[config.mk]
export PLATFORM = sky130hd
export DESIGN_NAME = ppm_pin_mux
export DESIGN_NICKNAME = d
export VERILOG_FILES = /design/src/hdl/ppm_pin_sync.v /design/src/hdl/ppm_pin_mux.v
export VERILOG_INCLUDE_DIRS = /design/src /design/src/hdl
export SDC_FILE = /design/constraint.sdc
export NUM_CORES = 1
export LEC_CHECK = 0
export BUFFER_PORTS_ARGS = -buffer_cell sky130_fd_sc_hd__buf_2
export CELL_PAD_IN_SITES_DETAIL_PLACEMENT = 1
export CELL_PAD_IN_SITES_GLOBAL_PLACEMENT = 1
export CORE_UTILIZATION = 35
export CTS_BUF_LIST = sky130_fd_sc_hd__clkbuf_4 sky130_fd_sc_hd__clkbuf_8
export DETAILED_ROUTE_END_ITERATION = 12
export MAX_ROUTING_LAYER = met4
export PLACE_DENSITY = 0.95
export SYNTH_ARGS = -nofsm -noshare
export SYNTH_HDL_FRONTEND = slang
export SYNTH_SLANG_ARGS = --single-unit
[constraint.sdc]
create_clock -name i_clk -period 3.99 [get_ports i_clk]
set_input_delay 0.798 -clock i_clk [delete_from_list [all_inputs] [get_ports i_clk]]
set_output_delay 0.798 -clock i_clk [all_outputs]
set_load 0.02 [all_outputs]
[src/hdl/ppm_defines.vh]
/*
 * Constants for the port pin function mux: configuration field positions,
 * mode codes, bit positions and reset values.
 * Assumes it is included by bare name from hdl/ design files.
 */
`ifndef PPM_DEFINES_VH
`define PPM_DEFINES_VH

// ----------------------------------------
// Configuration field positions
// ----------------------------------------
`define PPM_PA_FOUR_LSB      0
`define PPM_PA_FIVE_LSB      4
`define PPM_PA_HC_LSB        8
`define PPM_PB_ONE_LSB       4
`define PPM_CFG_W            4

// ----------------------------------------
// Pin configuration field codes
// ----------------------------------------
`define PPM_CFG_ANALOG       4'h0
`define PPM_CFG_OUT          4'h1
`define PPM_CFG_IN           4'h4
`define PPM_CFG_OUT_ALT      4'h9
`define PPM_CFG_OUT_ALT_OD   4'hd

// ----------------------------------------
// Serial controller one modes
// ----------------------------------------
`define PPM_SC_MODE_OFF      2'h0
`define PPM_SC_MODE_UART     2'h1
`define PPM_SC_MODE_SPI      2'h2
`define PPM_SC_MODE_TWI      2'h3

// ----------------------------------------
// Timer bits
// ----------------------------------------
`define PPM_T1_CH3_EN_BIT    8
`define PPM_T2_CH1_EN_BIT    0
`define PPM_T2_REMAP_CH1_BIT 4

// ----------------------------------------
// Reset values and interrupt select width
// ----------------------------------------
`define PPM_BOOT_RST         1'h0
`define PPM_IRQ_SEL_W        5

`endif

[src/hdl/ppm_pin_sync.v]
/*
 * Two flip-flop synchroniser for a bus of pin inputs.
 * Assumes the inputs come from pads outside the i_clk domain.
 */
`timescale 1ns/1ps
`default_nettype none

module ppm_pin_sync #(
	parameter W = 4
) (
	input  wire         i_clk,
	input  wire         i_rst,
	input  wire [W-1:0] i_async,
	output wire [W-1:0] o_sync
);

	reg [W-1:0] meta_r;
	reg [W-1:0] sync_r;

	// First stage read only by second stage
	always @(posedge i_clk) begin
		if (i_rst) begin
			meta_r <= {W{1'b0}};
			sync_r <= {W{1'b0}};
		end else begin
			meta_r <= i_async;
			sync_r <= meta_r;
		end
	end

	assign o_sync = sync_r;

endmodule

`default_nettype wire

[src/hdl/ppm_pin_mux.v]
/*
 * Pin function mux for four port pins: two port A pins shared by analog
 * inputs, packet trace and CPU trace; a high-current port A pin carrying a
 * timer one channel; a port B pin shared by serial controller one and a
 * remappable timer two channel. Also external interrupt pin selection and
 * boot-select capture.
 * Assumes configuration values come from registers on i_clk; pad inputs are
 * asynchronous and are synchronised here.
 */
// Behaviour
// - Pin four analog selects analog input four
// - Pin five analog selects analog input five
// - Packet trace frame on pin four conditions
// - Packet trace data on pin five conditions
// - CPU trace bit two on pin four
// - CPU trace bit three on pin five
// - Sample boot select at reset release
// - Timer one channel three drives high-current pin
// - Timer one channel three input fixed
// - Serial one only without remapped and enabled timer two
// - SPI slave or master data out
// - Two-wire data open-drain bidirectional
// - UART transmit on port B pin
// - Timer two channel one when remapped
// - External interrupts from any digital pin
`timescale 1ns/1ps
`default_nettype none
`include "ppm_defines.vh"

module ppm_pin_mux #(
	parameter NPIN  = 24,
	parameter SEL_W = `PPM_IRQ_SEL_W
) (
	input  wire              i_clk,
	input  wire              i_rst,
	// Configuration
	input  wire [15:0]       i_port_a_high_config_reg,
	input  wire [15:0]       i_port_b_low_config_reg,
	input  wire [15:0]       i_timer_one_channel_enable_reg,
	input  wire [15:0]       i_timer_two_channel_enable_reg,
	input  wire [7:0]        i_timer_two_remap_reg,
	input  wire [1:0]        i_serial_one_mode_select,
	input  wire              i_serial_one_spi_master,
	input  wire              i_core_trace_en,
	input  wire              i_core_trace_sync4,
	input  wire              i_packet_trace_port_en,
	input  wire [SEL_W-1:0]  i_ext_irq_third_pin_select,
	input  wire [SEL_W-1:0]  i_ext_irq_fourth_pin_select,
	// Peripheral sources
	input  wire              i_packet_trace_frame,
	input  wire              i_packet_trace_serial_out,
	input  wire              i_cpu_trace_bit_two,
	input  wire              i_cpu_trace_bit_three,
	input  wire              i_timer_one_channel_three,
	input  wire              i_timer_two_channel_one,
	input  wire              i_serial_one_spi_slave_out,
	input  wire              i_serial_one_spi_master_out,
	input  wire              i_serial_one_twowire_data,
	input  wire              i_serial_one_uart_transmit,
	// Port data registers, bit order: a4, a5, a_hc, b1
	input  wire [3:0]        i_gpio_out,
	input  wire [NPIN-1:0]   i_digital_pins_in,
	input  wire              i_external_reset_n,
	// Pads, bit order: a4, a5, a_hc, b1
	input  wire [3:0]        i_pad_in,
	output reg  [3:0]        o_pad_out,
	output reg  [3:0]        o_pad_oe,
	output reg  [3:0]        o_pad_analog,
	// Results
	output reg               o_analog_input_four,
	output reg               o_analog_input_five,
	output wire [3:0]        o_gpio_in,
	output wire              o_timer_one_channel_three_in,
	output wire              o_serial_one_twowire_data_in,
	output reg               o_ext_irq_third_line,
	output reg               o_ext_irq_fourth_line,
	output reg               o_factory_info_monitor
);

	// Bit order of every four-bit pad bus
	localparam P_A4 = 0;
	localparam P_A5 = 1;
	localparam P_HC = 2;
	localparam P_B1 = 3;

	// ----------------------------------------
	// Field decode
	// ----------------------------------------
	function [3:0] fld;
		input [15:0] cfg;
		input integer lsb;
		begin
			fld = cfg[lsb +: 4];
		end
	endfunction

	// Open-drain alternate counts as alternate too
	function is_alt;
		input [3:0] f;
		begin
			is_alt = (f == `PPM_CFG_OUT_ALT) || (f == `PPM_CFG_OUT_ALT_OD);
		end
	endfunction

	// Each pin's four-bit field, picked once here
	wire [3:0] cfg_a4 = fld(i_port_a_high_config_reg, `PPM_PA_FOUR_LSB);
	wire [3:0] cfg_a5 = fld(i_port_a_high_config_reg, `PPM_PA_FIVE_LSB);
	wire [3:0] cfg_hc = fld(i_port_a_high_config_reg, `PPM_PA_HC_LSB);
	wire [3:0] cfg_b1 = fld(i_port_b_low_config_reg, `PPM_PB_ONE_LSB);

	// ----------------------------------------
	// Pad and pin synchronisers
	// ----------------------------------------
	wire [3:0]      pad_s;
	wire [NPIN-1:0] dig_s;
	wire            rstn_s;

	// One bus keeps reset, pads and pins equally delayed
	ppm_pin_sync #(.W(NPIN + 5)) u_sync (
		.i_clk   (i_clk),
		.i_rst   (i_rst),
		.i_async ({i_external_reset_n, i_pad_in, i_digital_pins_in}),
		.o_sync  ({rstn_s, pad_s, dig_s})
	);

	assign o_gpio_in = pad_s;
	assign o_timer_one_channel_three_in = pad_s[P_HC];
	assign o_serial_one_twowire_data_in = pad_s[P_B1];

	// ----------------------------------------
	// Qualifiers
	// ----------------------------------------
	// Core trace owns pins four and five whenever on
	wire pti_ok   = !i_core_trace_en && i_packet_trace_port_en;
	wire trace_ok = i_core_trace_en && i_core_trace_sync4;
	wire t1c3_en  = i_timer_one_channel_enable_reg[`PPM_T1_CH3_EN_BIT];
	wire t2c1_en  = i_timer_two_channel_enable_reg[`PPM_T2_CH1_EN_BIT];
	wire t2_remap = i_timer_two_remap_reg[`PPM_T2_REMAP_CH1_BIT];
	// Timer two owns pin only when remapped and enabled
	wire sc1_ok   = !t2c1_en || !t2_remap;

	// ----------------------------------------
	// Output selection
	// ----------------------------------------
	// Next pad drive, registered below
	reg [3:0] out_nxt;
	reg [3:0] oe_nxt;
	reg [3:0] an_nxt;

	always @* begin
		out_nxt = i_gpio_out;
		oe_nxt  = {(cfg_b1 == `PPM_CFG_OUT), (cfg_hc == `PPM_CFG_OUT),
			(cfg_a5 == `PPM_CFG_OUT), (cfg_a4 == `PPM_CFG_OUT)};
		an_nxt  = 4'h0;

		if (cfg_a4 == `PPM_CFG_ANALOG) begin
			an_nxt[P_A4] = 1'b1;
		end else if (is_alt(cfg_a4)) begin
			// Core trace ahead of packet trace
			oe_nxt[P_A4] = 1'b0;
			out_nxt[P_A4] = 1'b0;
			if (trace_ok) begin
				oe_nxt[P_A4]  = 1'b1;
				out_nxt[P_A4] = i_cpu_trace_bit_two;
			end else if (pti_ok) begin
				oe_nxt[P_A4]  = 1'b1;
				out_nxt[P_A4] = i_packet_trace_frame;
			end
		end

		if (cfg_a5 == `PPM_CFG_ANALOG) begin
			an_nxt[P_A5] = 1'b1;
		end else if (is_alt(cfg_a5)) begin
			oe_nxt[P_A5]  = 1'b0;
			out_nxt[P_A5] = 1'b0;
			if (trace_ok) begin
				oe_nxt[P_A5]  = 1'b1;
				out_nxt[P_A5] = i_cpu_trace_bit_three;
			end else if (pti_ok) begin
				oe_nxt[P_A5]  = 1'b1;
				out_nxt[P_A5] = i_packet_trace_serial_out;
			end
		end

		if (is_alt(cfg_hc)) begin
			oe_nxt[P_HC]  = t1c3_en;
			out_nxt[P_HC] = t1c3_en & i_timer_one_channel_three;
		end

		// Port B pin one: timer two first, then serial one
		if (is_alt(cfg_b1)) begin
			oe_nxt[P_B1]  = 1'b0;
			out_nxt[P_B1] = 1'b0;
			if (!sc1_ok) begin
				oe_nxt[P_B1]  = 1'b1;
				out_nxt[P_B1] = i_timer_two_channel_one;
			end else begin
				case (i_serial_one_mode_select)
				`PPM_SC_MODE_SPI: begin
					oe_nxt[P_B1]  = 1'b1;
					out_nxt[P_B1] = i_serial_one_spi_master ?
						i_serial_one_spi_master_out : i_serial_one_spi_slave_out;
				end
				`PPM_SC_MODE_TWI: begin
					oe_nxt[P_B1]  = !i_serial_one_twowire_data;
					out_nxt[P_B1] = 1'b0;
				end
				`PPM_SC_MODE_UART: begin
					oe_nxt[P_B1]  = 1'b1;
					out_nxt[P_B1] = i_serial_one_uart_transmit;
				end
				default: begin
					// Serial one off: alternate pin floats
					oe_nxt[P_B1]  = 1'b0;
					out_nxt[P_B1] = 1'b0;
				end
				endcase
			end
		end
	end

	// ----------------------------------------
	// Registered pad drive
	// ----------------------------------------
	// Avoids pad glitches while config fields change
	always @(posedge i_clk) begin
		if (i_rst) begin
			o_pad_out           <= 4'h0;
			o_pad_oe            <= 4'h0;
			o_pad_analog        <= 4'h0;
			o_analog_input_four <= 1'b0;
			o_analog_input_five <= 1'b0;
		end else begin
			o_pad_out           <= out_nxt;
			o_pad_oe            <= oe_nxt;
			o_pad_analog        <= an_nxt;
			o_analog_input_four <= an_nxt[P_A4];
			o_analog_input_five <= an_nxt[P_A5];
		end
	end

	// ----------------------------------------
	// External interrupt selection
	// ----------------------------------------
	// Out-of-range select reads low rather than wrapping
	function pick_pin;
		input [NPIN-1:0]  pins;
		input [SEL_W-1:0] sel;
		begin
			pick_pin = (sel < NPIN) ? pins[sel] : 1'b0;
		end
	endfunction

	always @(posedge i_clk) begin
		if (i_rst) begin
			o_ext_irq_third_line  <= 1'b0;
			o_ext_irq_fourth_line <= 1'b0;
		end else begin
			o_ext_irq_third_line  <= pick_pin(dig_s, i_ext_irq_third_pin_select);
			o_ext_irq_fourth_line <= pick_pin(dig_s, i_ext_irq_fourth_pin_select);
		end
	end

	// ----------------------------------------
	// Boot select capture
	// ----------------------------------------
	// Boot select is active low on pin five
	// One sample at release, not a window: simple and glitch free
	reg rstn_d_r;

	always @(posedge i_clk) begin
		if (i_rst) begin
			rstn_d_r               <= 1'b0;
			o_factory_info_monitor <= `PPM_BOOT_RST;
		end else begin
			rstn_d_r <= rstn_s;
			// Held until the next release of external reset
			if (rstn_s && !rstn_d_r) begin
				o_factory_info_monitor <= !pad_s[P_A5];
			end
		end
	end

endmodule

`default_nettype wire

Word-level counts from Yosys, hierarchy flattened

Index checks and enable logic that the tools add are counted.

Register bits after elaboration: 76
Input bits: 133
Output and inout bits: 23
Word-level logic and storage cells: 82

$lt $le $gt $ge: 4
Equality and inequality tests: 15
Mux-type cells: 29
Bitwise logic cells: 3
Reduce and logical (&&, ||, !) cells: 19

Operators with widths:

| cell                                                                 | count |
|---|---|
| 4-bit == test, second input constant                                 | 8 |
| 1-bit two-way mux                                                    | 25 |
| 4-bit by 1-bit == test with 1-bit output, second input constant      | 4 |
| 5-bit by 6-bit < comparator with 1-bit output, second input constant | 2 |
| 1-bit binary-select mux with 5-bit select                            | 2 |
| 5-bit < comparator, second input constant                            | 2 |
| 4-bit logical NOT                                                    | 2 |
| 1-bit logical NOT                                                    | 6 |
| 2-bit OR reduction                                                   | 3 |
| 1-bit logical OR                                                     | 5 |
| 2-bit == test, second input constant                                 | 2 |
| 1-bit one-hot mux with 2 select lines                                | 2 |
| 1-bit logical AND                                                    | 3 |
| 2-bit by 1-bit == test with 1-bit output, second input constant      | 1 |
| 1-bit inverter                                                       | 2 |
| 1-bit bitwise AND                                                    | 1 |

Logic depth before layout (Yosys ltp)

Depth after elaboration: 6
Gate-level depth with buffers: 5
Mapped depth without buffers: 5

Modules after synthesis

A second synthesis with hierarchy kept.

Cell total of the unflattened synthesis: 238
Area, all modules: 2708.8 µm²

Modules (own cells, without submodules):

| module       | times used | cells each | area an instance (µm²) | seq. area each (µm²) |
|---|---|---|---|---|
| ppm_pin_sync | 1          | 122        | 1569.0                 | 1161.1 |
| ppm_pin_mux  | 1          | 116        | 1139.8                 | 280.3 |

Worst setup path after synthesis

OpenSTA, ideal clock, no wires.

Path type: input-to-reg
Start: input port i_ext_irq_third_pin_select[1]
End: register o_ext_irq_third_line
Setup time: 0.127 ns
Arrival time: 1.979 ns
Required time: 3.863 ns
Path slack: 1.884 ns
Stages: 5
Buffers on the path: 1
Path through: buf_2 mux4_2 mux2i_1 nor4b_1 or3_1

Longest elaborated chain between the ends: 3
Elaborated cells between the ends (all ways): 5

Ends and longest elaborated chain:

| item                         | RTL line          | text |
|---|---|---|
| start, declared              | ppm_pin_mux.v:47  | `input wire [SEL_W-1:0] i_ext_irq_third_pin_select,` |
| 5-bit < comparator           | ppm_pin_mux.v:250 | `pick_pin = (sel < NPIN) ? pins[sel] : 1'b0;` |
| 1-bit inverter (no line)     | n/a               |  |
| 2-bit OR reduction (no line) | n/a               |  |
| end signal, assigned         | ppm_pin_mux.v:259 | `o_ext_irq_third_line <= pick_pin(dig_s, i_ext_irq_third_pin_select);` |
| end, declared                | ppm_pin_mux.v:75  | `output reg o_ext_irq_third_line,` |

Parallel ways exist; a longest one is shown, timed or not. The select of a mux whose other input is x is not followed.
A chain may end at the register's enable or synchronous reset.

Final worst setup path

Start: input port i_ext_irq_third_pin_select[0]
End: register o_ext_irq_third_line

Same word-level chain as after synthesis.

==> out/metrics.yaml <==
outcome:
  status: "complete, no violations"
timing:
  timing.final.crit_share_pct: 50.2
  setup_tns_ps: 0
  worst_pin_slew_ps: 608
  fin_worst_skew_ps: 5.90
  max_freq_mhz: 499
  worst_hold_slack_ps: 441
  relSlewSlack_pct: 59.5
  post-route-min-period_ps: 2000
  finalSetupViolations: 0
  slew_viol_final: 0
  hold_violations: 0
  rsz0062_at_grt: "false"
global_route:
  grt_usage_pct: 15.7
  grt_max_degree: 42
  grt.overflow.total: 0
  grt_pass1_vias: 2053
  grt_pass1_wl_mm: 8.94
  antenna_found_initial: 0
die:
  start_util_pct: 36.6
  die_width_um: 89.6
  core_area_um2: 7330
  io_pins: 156
  rows: 31
  die-area_um2: 8030
  fp.dieH_um: 89.6
clock_network:
  cts_made_buffers: 9
  clkSinkCount: 72
  cts_resized: 0
  clockBufferDepth: 2
  clkLatencyLatePin_ps: 340
  cts_tree: "built"
  cts_root_buf: "clkbuf_8"
  postCtsHoldBufs: 0
  clk_pin_slew_ps: 70
  htree_levels: 3
  post-cts-setup-buffer-count: 0
power:
  p_per_area_nw_per_um2: 422
  ir_worst_vdd_uv: 299
  fin_total_pwr_w: 0.00144
  leakagePower_nw: 1.54
critical_path:
  reg2regPathDepth: 4
  arrival_ps: 2210
  end_kind: "flop"
  path_cells: "buf_2 -> mux4_2 -> mux2i_1 -> nor4b_1 -> or3_1"
  critPathMaxFanout: 6
  cpMaxStageDelayCell: "mux4_2"
  startpoint_type: "input pin"
  worst-setup-path-type: "in -> reg"
  required_ps: 4200
  crit_path_max_incr_delay_ps: 540
synthesis:
  synth-seq-area-share_pct: 53.7
  syn_area_per_cell_um2: 11.3
  ys_async_sr_fraction_pct: 0
  syn-instance-count: 238
  synth_seq_cells: 72
  synth_ff_type: "dfxtp_1"
  synth_area_um2: 2690
  ys_warn_count: 0
  yosys.area.top_type_share_pct: 53.7
  synth_top_area_cell: "dfxtp_1"
  synth-edff-count: 0
  synthDistinctLibCells: 37
  synth_area_leaders: "dfxtp_1 (54%), nor2b_1 (14%), mux4_2 (6.7%)"
cells_and_area:
  fin_cells: 435
  area_growth_pct: 26.5
  drive_gt1_share_pct: 38.4
  final_nets: 468
  antennaDiodeCount: 0
drt:
  drt_first_iter_violations: 57
  routed_via_density: 4.62
  wl_per_cell_um: 13.4
  drt.antenna.violating_nets: 0
  drc_errors: 0
  dr_total_vias: 2009
  firstDrtPassIters: 4
  wl_mm: 5.81
placed_design:
  gp_congestion: 0.747
  dpl.hpwl_mm: 4.53
  portBuffers: 100
  dpl.cell_count: 419
worst_hold_path:
  whs_path_depth: 1
  holdCritPathClass: "reg -> reg"
run:
  drv_cap: 0
metal layers:
layer	GRT usage [%]	vias to the layer above	wire length, um
met4	7.50	0	137
li1	-	984	-
met1	13.4	940	2090
met3	5.30	12	318
met5	-	-	0
met2	30.3	73	3270
path summary, 6_finish.rpt:
check / from / end / slack [ps]
hold / removal: u_sync.meta_r[10] / u_sync.o_sync[10] / 440
setup / recovery: i_ext_irq_third_pin_select[0] / o_ext_irq_third_line / 1990
hold reg to reg: u_sync.meta_r[10] / u_sync.o_sync[10] / 440
setup reg to reg: u_sync.o_sync[11] / o_ext_irq_third_line / 2390
cells in the mapped netlist, drive strengths merged, types with 2 or more instances:
| library cell | n |
|---|---|
| buf | 11 |
| or3 | 3 |
| ha | 4 |
| inv | 4 |
| mux4 | 10 |
| a21oi | 5 |
| a2111oi | 2 |
| and3b | 2 |
| nor2 | 11 |
| dfxtp | 72 |
| nand2 | 5 |
| clkbuf | 9 |
| nor2b | 62 |
| a211oi | 2 |
| mux2i | 4 |
| nor3b | 2 |
| nand3 | 2 |
| nor4b | 8 |
| mux2 | 4 |
| a32oi | 2 |
worst max-delay path, delay by kind of cell:
kind | cells | cell delay (ps)
and+or+nand+nor | 2 | 490
muxes | 2 | 730
buffers and inverters | 1 | 190
sequential cells by signal, indices dropped and copies added, names as in the netlist:
register	flops
o_factory_info_monitor	1
o_ext_irq_third_line	1
rstn_d_r	1
o_pad_out	4
o_pad_analog	2
u_sync.o_sync	29
u_sync.meta_r	29
o_pad_oe	4
o_ext_irq_fourth_line	1
layout by cell type (no fill, tap or decap), types with 3 or more instances in the layout:
| cell type | count |
|---|---|
| mux2i_1 | 4 |
| dfxtp_1 | 72 |
| or3_1 | 3 |
| buf_2 | 100 |
| nor2b_1 | 62 |
| a21oi_1 | 5 |
| ha_1 | 4 |
| inv_1 | 4 |
| mux4_2 | 8 |
| nor2_1 | 11 |
| clkbuf_8 | 11 |
| mux2_2 | 4 |
| nor4b_1 | 8 |
| nand2_1 | 5 |
stage by stage:
step,util (%),area (um2),setup slack [ps]
CTS,46.4,3400,1990
floorplan,-,2690,1880
finish,46.4,3400,1990
global placement,43.8,3210,1720
global route,46.4,3400,1960
detailed placement,43.8,3210,1620
final cells by class:
class,instances,area (um2)
Clock buffer,11,151
Clock inverter,5,38.8
Fill cell,832,3930
Inverter,4,15.0
Multi-Input combinational cell,143,1120
Sequential cell,72,1440
Tap cell,99,124
Timing Repair Buffer,101,508
power by group:
part           internal (W)  leakage, nW  total, W  switching, W
combinational     0.0000764        0.850  0.000147     0.0000709
clock              0.000263       0.0959  0.000527      0.000264
sequential         0.000752        0.595  0.000762     0.0000103
cells by family after synthesis:
logic type	Yosys count	share of synthesized area, %
adders and majority gates	4	1.86
AOI/OAI and AO/OA	18	4.75
muxes	18	11.8
DFF	72	53.7
buffers and inverters	24	4.75
and+or+nand+nor	101	23.0
other	1	0.140
Power figures use the tool's default switching activity.
